--- src/verilog/iob_io_defines.vh ---
// Constants for the I/O board input/output logic: register map, fields, reset values, timing.
// Assumes a 125 MHz system clock and a 32-bit APB register bus.
`ifndef IOB_IO_DEFINES_VH
`define IOB_IO_DEFINES_VH

// Board type codes
`define IOB_BOARD_NONE 2'h0
`define IOB_BOARD_MIXED 2'h1
`define IOB_BOARD_SUPERVISION_VARIANT 2'h2

// Timing
`define IOB_CLK_MHZ 125
`define IOB_TICK_US 1000
`define IOB_TICK_CYC (`IOB_CLK_MHZ * `IOB_TICK_US)
`define IOB_TICK_LAST 17'h1_E847
`define IOB_CAN_LED_MS 16'h0032

// Register byte offsets
`define IOB_OFS_BOARD 12'h000
`define IOB_OFS_THRESH 12'h004
`define IOB_OFS_DEBOUNCE 12'h008
`define IOB_OFS_OUTCFG 12'h00C
`define IOB_OFS_OUTCMD 12'h010
`define IOB_OFS_OUTRST 12'h014
`define IOB_OFS_INSTAT 12'h018
`define IOB_OFS_OUTSTAT 12'h01C
`define IOB_OFS_INKIND 12'h020
`define IOB_OFS_SEAL 12'h024
`define IOB_OFS_INDLY 12'h040
`define IOB_OFS_PULSE 12'h080

// Input kinds
`define IOB_IN_POS 2'h0
`define IOB_IN_NEG 2'h1
`define IOB_IN_POSEDGE 2'h2
`define IOB_IN_NEGEDGE 2'h3

// Output kinds
`define IOB_OUT_NORMAL 2'h0
`define IOB_OUT_LATCH 2'h1
`define IOB_OUT_PULSE 2'h2

// Reset values and limits
`define IOB_RST_THRESH 8'h50
`define IOB_RST_DEBOUNCE 6'h0F
`define IOB_RST_DELAY 16'h0000
`define IOB_RST_PULSE 16'h2710
`define IOB_DEBOUNCE_MIN 6'h01
`define IOB_DEBOUNCE_MAX 6'h32
`define IOB_TIME_MAX 16'hEA60
`define IOB_ZERO32 32'h0000_0000

`endif

--- src/verilog/iob_io_logic.v ---
// I/O board input conditioning and contact-output drive, with APB registers.
// Assumes field inputs synchronous to clk; CAN activity arrives as a one-cycle pulse.
//
// Overview of operation
// - Board type register holds 0 none, 1 mixed, 2 supervision.
// - Mixed board conditions sixteen inputs; supervision board eight general inputs.
// - Eight contact outputs are driven for mixed and supervision boards; held low with no board.
// - Two group voltage thresholds, 0 to 255 V, default 80.
// - Changes shorter than group debounce time, 1 to 50 ms, are ignored.
// - Each input has own delay, 0 to 60000 ms, default zero.
// - Level inputs react after debounce time plus input delay.
// - Positive follows filtered level, negative inverts it.
// - Edge kinds fire on debounced transition and skip the delay.
// - Edge signals clear after exactly one scan cycle.
// - Output polarity passes or inverts the activation state.
// - Latched outputs stay active after the command drops.
// - Latched output released only by its reset command.
// - Pulse length used only for pulse outputs, 0 to 60000 ms.
// - Trip outputs 7 and 8 held sealed on the supervision board only, while circuit current exceeds 100 mA.
// - Supervision board takes four voltage detector inputs.
// - Power and CAN activity front indicators are driven.
//
// Design decisions made here: the address map and the APB interface to the registers.
`timescale 1ns/10ps
`include "iob_io_defines.vh"

module iob_io_logic (
  input wire clk,
  input wire resetn,
  input wire psel,
  input wire penable,
  input wire pwrite,
  input wire [11:0] paddr,
  input wire [31:0] pwdata,
  output reg [31:0] prdata,
  output reg pready,
  output reg pslverr,
  input wire [15:0] rawInputs,
  input wire [3:0] voltDetect,
  input wire [1:0] sealCurrentHigh,
  input wire canActivity,
  output reg [7:0] contactOut,
  output reg ledPower,
  output reg ledCan
);

  // ****************************************
  // Reset release and 1 ms tick
  // ****************************************
  reg rstSync1_q;
  reg rstSync2_q;
  wire rstn = rstSync2_q;
  always @(posedge clk or negedge resetn)
  begin
    if (!resetn)
    begin
      rstSync1_q <= 1'b0;
      rstSync2_q <= 1'b0;
    end
    else
    begin
      rstSync1_q <= 1'b1;
      rstSync2_q <= rstSync1_q;
    end
  end

  localparam [16:0] TICK_LAST = `IOB_TICK_LAST;
  reg [16:0] tickCnt_q;
  reg tick_q;
  always @(posedge clk or negedge rstn)
  begin
    if (!rstn)
    begin
      tickCnt_q <= 17'h0_0000;
      tick_q <= 1'b0;
    end
    else
    begin
      tick_q <= (tickCnt_q == TICK_LAST);
      tickCnt_q <= (tickCnt_q == TICK_LAST) ? 17'h0_0000 : tickCnt_q + 17'h0_0001;
    end
  end

  // ****************************************
  // Settings registers
  // ****************************************
  reg [1:0] boardType_q;
  reg [7:0] threshA_q;
  reg [7:0] threshB_q;
  reg [5:0] debA_q;
  reg [5:0] debB_q;
  reg [7:0] outPolarity_q;
  reg [15:0] outKind_q;
  reg [7:0] outCmd_q;
  reg [31:0] inKind_q;
  reg [15:0] inDelay_q [0:15];
  reg [15:0] pulseLen_q [0:7];
  reg [7:0] outRstPulse_q;
  reg [15:0] inLogic_q;
  reg [7:0] outState_q;

  // Misaligned writes are refused, not folded onto an array entry
  wire wrEn = psel & penable & pwrite & (paddr[1:0] == 2'h0);
  wire [15:0] wrTime = (pwdata[15:0] > `IOB_TIME_MAX) ? `IOB_TIME_MAX : pwdata[15:0];
  wire [5:0] debLo = (pwdata[5:0] < `IOB_DEBOUNCE_MIN) ? `IOB_DEBOUNCE_MIN :
    (pwdata[5:0] > `IOB_DEBOUNCE_MAX) ? `IOB_DEBOUNCE_MAX : pwdata[5:0];
  wire [5:0] debHi = (pwdata[21:16] < `IOB_DEBOUNCE_MIN) ? `IOB_DEBOUNCE_MIN :
    (pwdata[21:16] > `IOB_DEBOUNCE_MAX) ? `IOB_DEBOUNCE_MAX : pwdata[21:16];
  // Supervision board only has eight general inputs
  wire [15:0] inMask = (boardType_q == `IOB_BOARD_MIXED) ? 16'hFFFF :
    (boardType_q == `IOB_BOARD_SUPERVISION_VARIANT) ? 16'h00FF : 16'h0000;
  wire [7:0] outMask = (boardType_q == `IOB_BOARD_NONE) ? 8'h00 : 8'hFF;
  wire [3:0] detMask = (boardType_q == `IOB_BOARD_SUPERVISION_VARIANT) ? 4'hF : 4'h0;

  integer k;
  always @(posedge clk or negedge rstn)
  begin
    if (!rstn)
    begin
      boardType_q <= `IOB_BOARD_NONE;
      threshA_q <= `IOB_RST_THRESH;
      threshB_q <= `IOB_RST_THRESH;
      debA_q <= `IOB_RST_DEBOUNCE;
      debB_q <= `IOB_RST_DEBOUNCE;
      outPolarity_q <= 8'h00;
      outKind_q <= 16'h0000;
      outCmd_q <= 8'h00;
      inKind_q <= 32'h0000_0000;
      outRstPulse_q <= 8'h00;
      for (k = 0; k < 16; k = k + 1)
        inDelay_q[k] <= `IOB_RST_DELAY;
      for (k = 0; k < 8; k = k + 1)
        pulseLen_q[k] <= `IOB_RST_PULSE;
    end
    else
    begin
      outRstPulse_q <= 8'h00;
      if (wrEn)
      begin
        if (paddr == `IOB_OFS_BOARD)
          boardType_q <= (pwdata[1:0] == 2'h3) ? `IOB_BOARD_NONE : pwdata[1:0];
        else if (paddr == `IOB_OFS_THRESH)
        begin
          threshA_q <= pwdata[7:0];
          threshB_q <= pwdata[15:8];
        end
        else if (paddr == `IOB_OFS_DEBOUNCE)
        begin
          debA_q <= debLo;
          debB_q <= debHi;
        end
        else if (paddr == `IOB_OFS_OUTCFG)
        begin
          outPolarity_q <= pwdata[7:0];
          outKind_q <= pwdata[31:16];
        end
        else if (paddr == `IOB_OFS_OUTCMD)
          outCmd_q <= pwdata[7:0];
        else if (paddr == `IOB_OFS_OUTRST)
          outRstPulse_q <= pwdata[7:0];
        else if (paddr == `IOB_OFS_INKIND)
          inKind_q <= pwdata;
        else if (paddr[11:6] == 6'h01)
          inDelay_q[paddr[5:2]] <= wrTime;
        else if (paddr[11:5] == 7'h04)
          pulseLen_q[paddr[4:2]] <= wrTime;
      end
    end
  end

  // ****************************************
  // APB read and answer
  // ****************************************
  reg [31:0] rdMux;
  reg rdErr;
  always @*
  begin
    rdMux = `IOB_ZERO32;
    rdErr = 1'b0;
    if (paddr[1:0] != 2'h0)
      rdErr = 1'b1;
    else if (paddr == `IOB_OFS_BOARD)
      rdMux = {30'h0000_0000, boardType_q};
    else if (paddr == `IOB_OFS_THRESH)
      rdMux = {16'h0000, threshB_q, threshA_q};
    else if (paddr == `IOB_OFS_DEBOUNCE)
      rdMux = {10'h000, debB_q, 10'h000, debA_q};
    else if (paddr == `IOB_OFS_OUTCFG)
      rdMux = {outKind_q, 8'h00, outPolarity_q};
    else if (paddr == `IOB_OFS_OUTCMD)
      rdMux = {24'h00_0000, outCmd_q};
    else if (paddr == `IOB_OFS_OUTRST)
      rdMux = `IOB_ZERO32;
    else if (paddr == `IOB_OFS_INSTAT)
      rdMux = {12'h000, voltDetect & detMask, inLogic_q};
    else if (paddr == `IOB_OFS_OUTSTAT)
      rdMux = {16'h0000, outState_q, contactOut};
    else if (paddr == `IOB_OFS_INKIND)
      rdMux = inKind_q;
    else if (paddr == `IOB_OFS_SEAL)
      rdMux = {30'h0000_0000, sealCurrentHigh};
    else if (paddr[11:6] == 6'h01)
      rdMux = {16'h0000, inDelay_q[paddr[5:2]]};
    else if (paddr[11:5] == 7'h04)
      rdMux = {16'h0000, pulseLen_q[paddr[4:2]]};
    else
      rdErr = 1'b1;
  end

  // Zero-wait answer: pready rises in the first access cycle
  always @(posedge clk or negedge rstn)
  begin
    if (!rstn)
    begin
      prdata <= `IOB_ZERO32;
      pready <= 1'b0;
      pslverr <= 1'b0;
    end
    else
    begin
      pready <= psel & ~penable;
      pslverr <= psel & ~penable & rdErr;
      if (psel & ~penable & ~pwrite)
        prdata <= rdMux;
    end
  end

  // ****************************************
  // Input channels
  // ****************************************
  genvar i;
  generate
    for (i = 0; i < 16; i = i + 1)
    begin : gIn
      reg stable_q;
      reg [5:0] debCnt_q;
      reg [15:0] dlyCnt_q;
      reg delayed_q;
      reg edgeHit_q;
      wire [5:0] debSet = (i < 8) ? debA_q : debB_q;
      wire [1:0] kind = inKind_q[2*i+1:2*i];
      wire rawIn = rawInputs[i] & inMask[i];
      wire isEdge = kind[1];
      always @(posedge clk or negedge rstn)
      begin
        if (!rstn)
        begin
          stable_q <= 1'b0;
          debCnt_q <= 6'h00;
          dlyCnt_q <= 16'h0000;
          delayed_q <= 1'b0;
          edgeHit_q <= 1'b0;
          inLogic_q[i] <= 1'b0;
        end
        else
        begin
          edgeHit_q <= 1'b0;
          if (rawIn == stable_q)
            debCnt_q <= 6'h00;
          else if (tick_q)
          begin
            if (debCnt_q + 6'h01 >= debSet)
            begin
              stable_q <= rawIn;
              debCnt_q <= 6'h00;
              edgeHit_q <= (kind == `IOB_IN_POSEDGE) ? rawIn : ~rawIn;
            end
            else
              debCnt_q <= debCnt_q + 6'h01;
          end
          // Delay restarts on every new filtered level
          if (stable_q == delayed_q)
            dlyCnt_q <= 16'h0000;
          else if (dlyCnt_q >= inDelay_q[i])
            delayed_q <= stable_q;
          else if (tick_q)
            dlyCnt_q <= dlyCnt_q + 16'h0001;
          if (isEdge)
            inLogic_q[i] <= edgeHit_q;
          else
            inLogic_q[i] <= (kind == `IOB_IN_NEG) ? ~delayed_q : delayed_q;
        end
      end
    end
  endgenerate

  // ****************************************
  // Output channels
  // ****************************************
  genvar j;
  generate
    for (j = 0; j < 8; j = j + 1)
    begin : gOut
      reg cmdPrev_q;
      reg [15:0] pulseCnt_q;
      wire [1:0] kind = outKind_q[2*j+1:2*j];
      // Seal-in only applies to trip contacts 7 and 8
      wire sealed = (j >= 6) && (boardType_q == `IOB_BOARD_SUPERVISION_VARIANT) &&
        sealCurrentHigh[j % 2] && outState_q[j];
      always @(posedge clk or negedge rstn)
      begin
        if (!rstn)
        begin
          cmdPrev_q <= 1'b0;
          pulseCnt_q <= 16'h0000;
          outState_q[j] <= 1'b0;
          contactOut[j] <= 1'b0;
        end
        else
        begin
          cmdPrev_q <= outCmd_q[j];
          if (sealed)
            outState_q[j] <= 1'b1;
          else if (kind == `IOB_OUT_LATCH)
          begin
            if (outRstPulse_q[j])
              outState_q[j] <= 1'b0;
            else if (outCmd_q[j])
              outState_q[j] <= 1'b1;
          end
          else if (kind == `IOB_OUT_PULSE)
          begin
            if (outCmd_q[j] & ~cmdPrev_q)
            begin
              outState_q[j] <= (pulseLen_q[j] != 16'h0000);
              pulseCnt_q <= 16'h0000;
            end
            else if (outState_q[j] & tick_q)
            begin
              if (pulseCnt_q + 16'h0001 >= pulseLen_q[j])
                outState_q[j] <= 1'b0;
              pulseCnt_q <= pulseCnt_q + 16'h0001;
            end
          end
          else
            outState_q[j] <= outCmd_q[j];
          contactOut[j] <= outMask[j] & (outState_q[j] ^ outPolarity_q[j]);
        end
      end
    end
  endgenerate

  // ****************************************
  // Front indicators
  // ****************************************
  reg [15:0] canHold_q;
  always @(posedge clk or negedge rstn)
  begin
    if (!rstn)
    begin
      canHold_q <= 16'h0000;
      ledPower <= 1'b0;
      ledCan <= 1'b0;
    end
    else
    begin
      ledPower <= 1'b1;
      // Stretch so short CAN bursts stay visible
      if (canActivity)
        canHold_q <= `IOB_CAN_LED_MS;
      else if (tick_q && canHold_q != 16'h0000)
        canHold_q <= canHold_q - 16'h0001;
      ledCan <= canActivity | (canHold_q != 16'h0000);
    end
  end

endmodule // iob_io_logic

--- config.mk ---
export PLATFORM = sky130hd
export DESIGN_NAME = iob_io_logic
export DESIGN_NICKNAME = d
export VERILOG_FILES = /design/src/verilog/iob_io_logic.v
export VERILOG_INCLUDE_DIRS = /design/src /design/src/verilog
export SDC_FILE = /design/constraint.sdc
export NUM_CORES = 2
export LEC_CHECK = 0
export BUFFER_PORTS_ARGS = -buffer_cell sky130_fd_sc_hd__buf_2
export CORE_AREA = 2 2 395 397
export CTS_BUF_LIST = sky130_fd_sc_hd__clkbuf_8
export DETAILED_ROUTE_END_ITERATION = 10
export DIE_AREA = 0 0 397 399
export PLACE_DENSITY = 0.59
export SLEW_MARGIN = 10
export SYNTH_ARGS = -nofsm -noshare
export SYNTH_HDL_FRONTEND = slang
export SYNTH_SLANG_ARGS = --single-unit
--- constraint.sdc ---
create_clock -name clk -period 36.2 [get_ports clk]
set_input_delay 3.62 -clock clk [delete_from_list [all_inputs] [get_ports clk]]
set_output_delay 3.62 -clock clk [all_outputs]
set_load 0.05 [all_outputs]
Word level (Yosys, flattened, before mapping)
Cells that the tools add are included.
{ "word_totals": {"mem_bits_rw": 0, "n_memories": 0, "latch_bits": 0, "register_bits": 1126, "output_inout_bits": 44, "rom_bits": 0} }
{ "op_classes": {"shift": 0, "eq_ne": 135, "div_mod_pow": 0, "addsub": 42, "bitwise_logic": 150, "n_mux": 324, "reduce_logical": 133, "n_mul": 0, "order_cmp": 49} }
{ "op_table": {"columns": ["operator", "n"], "rows": [
  ["2-to-1 mux 16 bit", 77],
  ["adder 16 x 1 -> 16 bit, second input constant", 24],
  ["greater-or-equal comparator 16 bit", 24],
  ["2-to-1 mux 32 bit", 10],
  ["2-to-1 mux 6 bit", 52],
  ["bitwise mux 256 bit", 1],
  ["2-to-1 mux 1 bit", 167],
  ["nonzero test 16 bit", 9],
  ["bitwise mux 128 bit", 1],
  ["adder 6 x 1 -> 6 bit, second input constant", 16],
  ["greater-or-equal comparator 6 bit", 16],
  ["AND reduction 3 bit", 31],
  ["inverter 1 bit", 92],
  ["nonzero test 2 bit", 42],
  ["2-to-1 mux 8 bit", 9],
  ["AND reduction 2 bit", 33],
  ["binary-select mux 16 bit (select 4 bit)", 1],
  ["demux 16 bit (select 4 bit)", 1],
  ["== test 2 bit, second input constant", 26],
  ["== test 2 x 1 -> 1 bit, second input constant", 25],
  ["binary-select mux 16 bit (select 3 bit)", 1],
  ["demux 16 bit (select 3 bit)", 1],
  ["== test 12 x 5 -> 1 bit, second input constant", 4],
  ["!= test 4 x 2 -> 1 bit, second input constant", 12],
  ["other kinds (38)", 158]
]} }

Logic depth before layout (Yosys ltp)
{ "logic_depth": {"depth_word": 17, "ltp_mapped": 16} }

Least setup slack after synthesis
No wires, ideal clock.
{ "synth_timing": {"kind": "input-to-reg", "from": "input port paddr[2]", "to": "register prdata[15]", "path_stages": 9, "setup_ns": 0.126, "slack_ns": 30.533, "path_buffers": 3, "arrival_time_ns": 5.541, "cell_sequence": "buf_2 -> buf_2 -> buf_2 -> mux4_2 -> nand3_1 -> o21ai_0 -> a21oi_1 -> a21oi_1 -> a221o_1"} }
{ "synth_between": {"elab_chain_len": 17, "word_cells_on_any_way": 31, "classes_between": "eq/ne (9); mux (19); bitwise (2); reduce/logical (1)"} }
{ "synth_lines": {"columns": ["item", "line", "rtl"], "rows": [
  ["start: declaration", "iob_io_logic.v:33", "input wire [11:0] paddr,"],
  ["inverter 3 -> 4 bit (not written as such)", "iob_io_logic.v:205", "rdMux = {16'h0000, pulseLen_q[paddr[4:2]]};"],
  ["binary-select mux 16 bit (select 3 bit)", "iob_io_logic.v:205", null],
  ["2-to-1 mux 16 bit (not written as such) (2 in series)", "iob_io_logic.v:205", null],
  ["2-to-1 mux 16 bit", "iob_io_logic.v:204", "else if (paddr[11:5] == 7'h04)"],
  ["2-to-1 mux 16 bit", "iob_io_logic.v:202", "else if (paddr[11:6] == 6'h01)"],
  ["2-to-1 mux 16 bit", "iob_io_logic.v:200", "else if (paddr == `IOB_OFS_SEAL)"],
  ["2-to-1 mux 32 bit", "iob_io_logic.v:198", "else if (paddr == `IOB_OFS_INKIND)"],
  ["2-to-1 mux 32 bit", "iob_io_logic.v:196", "else if (paddr == `IOB_OFS_OUTSTAT)"],
  ["2-to-1 mux 32 bit", "iob_io_logic.v:194", "else if (paddr == `IOB_OFS_INSTAT)"],
  ["2-to-1 mux 32 bit", "iob_io_logic.v:192", "else if (paddr == `IOB_OFS_OUTRST)"],
  ["2-to-1 mux 32 bit", "iob_io_logic.v:190", "else if (paddr == `IOB_OFS_OUTCMD)"],
  ["2-to-1 mux 32 bit", "iob_io_logic.v:188", "else if (paddr == `IOB_OFS_OUTCFG)"],
  ["2-to-1 mux 32 bit", "iob_io_logic.v:186", "else if (paddr == `IOB_OFS_DEBOUNCE)"],
  ["2-to-1 mux 32 bit", "iob_io_logic.v:184", "else if (paddr == `IOB_OFS_THRESH)"],
  ["2-to-1 mux 32 bit *", "iob_io_logic.v:182", "else if (paddr == `IOB_OFS_BOARD)"],
  ["2-to-1 mux 32 bit *", "iob_io_logic.v:180", "if (paddr[1:0] != 2'h0)"],
  ["end signal: assignment", "iob_io_logic.v:215", "prdata <= `IOB_ZERO32;"],
  ["end signal: assignment", "iob_io_logic.v:224", "prdata <= rdMux;"],
  ["end: declaration", "iob_io_logic.v:35", "output reg [31:0] prdata,"]
]} }
Mark *: on every way between the ends. The rest lies on a longest branch, timed or not. The select of a mux whose other input is x is not followed.
A chain may end at the register's enable or synchronous reset.

Worst setup path in the final report
{ "layout_timing": {"from": "input port paddr[4]", "to": "register inDelay_q[30] (netlist name)"} }
{ "layout_between": {"elab_chain_len": 6, "word_cells_on_any_way": 22, "classes_between": "order compare (2); eq/ne (6); mux (3); bitwise (8); reduce/logical (3)"} }
{ "layout_lines": {"columns": ["item", "line", "rtl"], "rows": [
  ["inverter 4 -> 5 bit (not written as such)", "iob_io_logic.v:164", "inDelay_q[paddr[5:2]] <= wrTime;"],
  ["greater-or-equal comparator 5 bit (not written as such) / less-than comparator 5 x 1 -> 1 bit (equally long branches)", "iob_io_logic.v:164", null],
  ["logical AND 1 bit (not written as such)", "iob_io_logic.v:164", null],
  ["2-to-1 mux 16 bit (not written as such)", "iob_io_logic.v:164", null],
  ["demux 16 bit (select 4 bit)", "iob_io_logic.v:164", null],
  ["bitwise mux 256 bit", "iob_io_logic.v:164", null],
  ["end signal: indexed assignment", "iob_io_logic.v:131", "inDelay_q[k] <= `IOB_RST_DELAY;"],
  ["end signal: indexed assignment", "iob_io_logic.v:164", null],
  ["end: declaration", "iob_io_logic.v:96", "reg [15:0] inDelay_q [0:15];"]
]} }
Several ways; a longest one is shown, not always the timed one.

==> run_results.csv <==
group,metric,value,unit
critical_path,rr_startpoint,"rstSync2_q",
route,met3_length,19200,um
global_route,antenna_found_initial,29,
critical_path,start_kind,"primary input",
job,drv_cap,0,
critical_path,crit_arrival,7340,ps
synth,syn_inst,6808,
critical_path,critical_path.cell_chain,"buf_2, buf_4, inv_1, and3_1, o21ai_0, nand2_1, nor2_1, nand3_1, mux2_2",
clock_network,ctsHoldBuffers,0,
timing,period_share,18.0,%
clock_network,ctsResizeCount,0,
critical_path,r2r_end,"tick_q",
power,ir_worst_vdd,0.0384,mV
timing,period_minus_slack,6530,ps
clock_network,clk_pin_slew,70,ps
floorplan,core_area,154000,um^2
layout,area_delta_synth_final,10.6,%
route,drt-met1-wl,93100,um
floorplan,die_w,397,um
floorplan,initial_core_util,42.8,%
clock_network,cts_sinks,1126,
synth,ys.flop_type,"dfrtp_1",
floorplan,num_io_pins,116,
clock_network,clockBufferDepth,3,
route,ant_nets,0,
global_route,grt_pass1_vias,49900,
route,routed_via_density,5.76,
route,met2_wirelength,89200,um
status,status,"completed",
timing,worst_slew_pin_slew,1360,ps
synth,synth.area.top_cells,"dfrtp_1, ha_1, o21ai_0",
synth,async_flop_share,100,%
clock_network,numCtsBuffers,205,
critical_path,worst_ep_required_time,37020,ps
power,leakagePower,33.5,nW
critical_path,cp_slowest_cell,"nand3_1",
synth,ys_ff_latch,1126,
synth,netlist_area,65800,um^2
floorplan,rows,144,
power,p_per_area,36.4,nW/um^2
place,dp_hpwl,152000,um
layout,drive_gt1_share,12.3,%
clock_network,cts_setup_buffers,0,
clock_network,root_buffer,"clkbuf_8",
timing,drv_slew,0,
route,drc,0,
clock_network,tritoncts,"done",
timing,skew,74.9,ps
synth,avgSynthCellArea,9.66,um^2
synth,yosys.area.top_type,"dfrtp_1",
floorplan,dieArea,158000,um^2
critical_path,crit_buf_inv,3,
timing,hold_slack,349,ps
clock_network,h-tree-depth,4,
place,io_buffers,115,
route,wl_per_cell,22.8,um
route,dr.pass1.iters,6,
route,routed_wl,208000,um
floorplan,die_height,399,um
critical_path,critPathMaxFanout,52,
layout,nNetsFinal,7482,
synth,synth_top_area_share,40.9,%
critical_path,max_stage_delay,880,ps
route,drt_iter0_markers,4809,
synth,ys_types,88,
route,vias,52500,
critical_path,end_kind,"register",
global_route,grtUsageTotal,26.2,%
worst_hold_path,hold_path_class,"register to async pin",
synth,synth_seq_area_share,42.9,%
global_route,grt_overflow,0,
timing,rsz0062_at_grt,"false",
synth,synth-edff-count,0,
critical_path,path_delay_family,"simple AND/OR/NAND/NOR gates",
global_route,grt_first_pass_wirelength,315000,um
place,gp_congestion,0.989,
timing,setup_viol,0,
clock_network,insertion_delay,1000,ps
timing,relSlewSlack,9.59,%
route,top_layer,"met5",
critical_path,r2r_setup_slack,31910,ps
global_route,grt_max_degree,171,
critical_path,critical_path_class,"primary input to register",
timing,tns,0,ps
layout,num-fill-cells,14400,
synth,ys_warn_count,0,
timing,timing.fmax,153,MHz
timing,hold_violations,0,
critical_path,worst_r2r_path_depth,4,
power by group:
group | total, mW | internal, mW | switching, mW
Combinational | 0.0874 | 0.0156 | 0.0718
Sequential | 1.27 | 1.26 | 0.00409
Clock | 1.30 | 0.715 | 0.582
Total | 2.65 | 1.99 | 0.658
cells in the mapped netlist, types with 162 or more instances:
| cell type | n |
|---|---|
| ha_1 | 525 |
| clkbuf_1 | 231 |
| nor2_1 | 373 |
| xnor2_1 | 230 |
| nand3_1 | 254 |
| dfrtp_1 | 1074 |
| nand2_1 | 763 |
| a21o_1 | 178 |
| o21ai_0 | 649 |
| inv_1 | 481 |
| xor2_1 | 162 |
| a21oi_1 | 263 |
layout by cell type (no fill, tap or decap), drive strengths merged, types with 230 or more instances in the layout:
cell type | synthesis | final
dfrtp | 1074 | 1074
nand2 | 764 | 764
o21ai | 654 | 654
inv | 481 | 553
ha | 525 | 525
nor2 | 373 | 373
clkbuf | 235 | 271
a21oi | 263 | 263
nand3 | 254 | 254
xnor2 | 230 | 230
registers in the layout, indices dropped and copies added, names as in the netlist, 17 cells and up:
register	count
gIn.dlyCnt_q	256
inDelay_q	256
gOut.pulseCnt_q	128
pulseLen_q	128
gIn.debCnt_q	96
inKind_q	32
prdata	32
tickCnt_q	17
cell type report:
class	instances	area, um^2	area share, %
sequential	1126	28200	38.8
antenna	10	25.0	0.0344
inverter	481	1810	2.48
multi-input combinational	4882	34500	47.4
clock inverter	113	728	1.00
tap	2044	2560	3.51
clock buffer	271	3730	5.13
timing repair buffer	189	1180	1.62
per-stage QoR:
stage	instances	util [%]	total power [mW]	cell area, um^2	setup slack [ps]
2_1_floorplan	6809	-	1.33	65800	2580
3_3_place_gp	8722	44.4	1.37	68300	28800
3_5_place_dp	8722	44.4	1.37	68300	28810
4_1_cts	9106	47.3	2.68	72700	29870
5_1_grt	9108	47.3	2.75	72700	29530
6_report	9116	47.3	2.65	72800	29670
cell families after synthesis:
| logic type | count (synthesis) | synth area share (%) |
|---|---|---|
| other | 1 | 0.00570 |
| and+or+nand+nor | 2102 | 15.4 |
| DFF | 1126 | 42.9 |
| buffers and inverters | 801 | 4.70 |
| adders and majority gates | 525 | 9.98 |
| muxes | 308 | 6.84 |
| AOI/OAI and AO/OA | 1553 | 14.9 |
| xor gates and xnor gates | 392 | 5.22 |
worst max-delay path by stage:
| stage | endpoint | startpoint | depth (start not counted) |
|---|---|---|---|
| finish | inDelay_q[30] | paddr[4] | 9 |
| global route | inDelay_q[30] | paddr[4] | 9 |
| CTS | inDelay_q[30] | paddr[4] | 9 |
| detailed placement | inDelay_q[30] | paddr[4] | 9 |
| global placement | inDelay_q[30] | paddr[4] | 9 |
| floorplan | boardType_q[0] | rstSync2_q | 0 |
metal layers:
| layer | GRT usage [%] | vias to the layer above |
|---|---|---|
| met3 | 6.95 | 389 |
| li1 | - | 24400 |
| met5 | 0 | - |
| met1 | 37.2 | 25900 |
| met4 | 8.89 | 16 |
| met2 | 38.5 | 1777 |
Power figures use the tool's default switching activity.
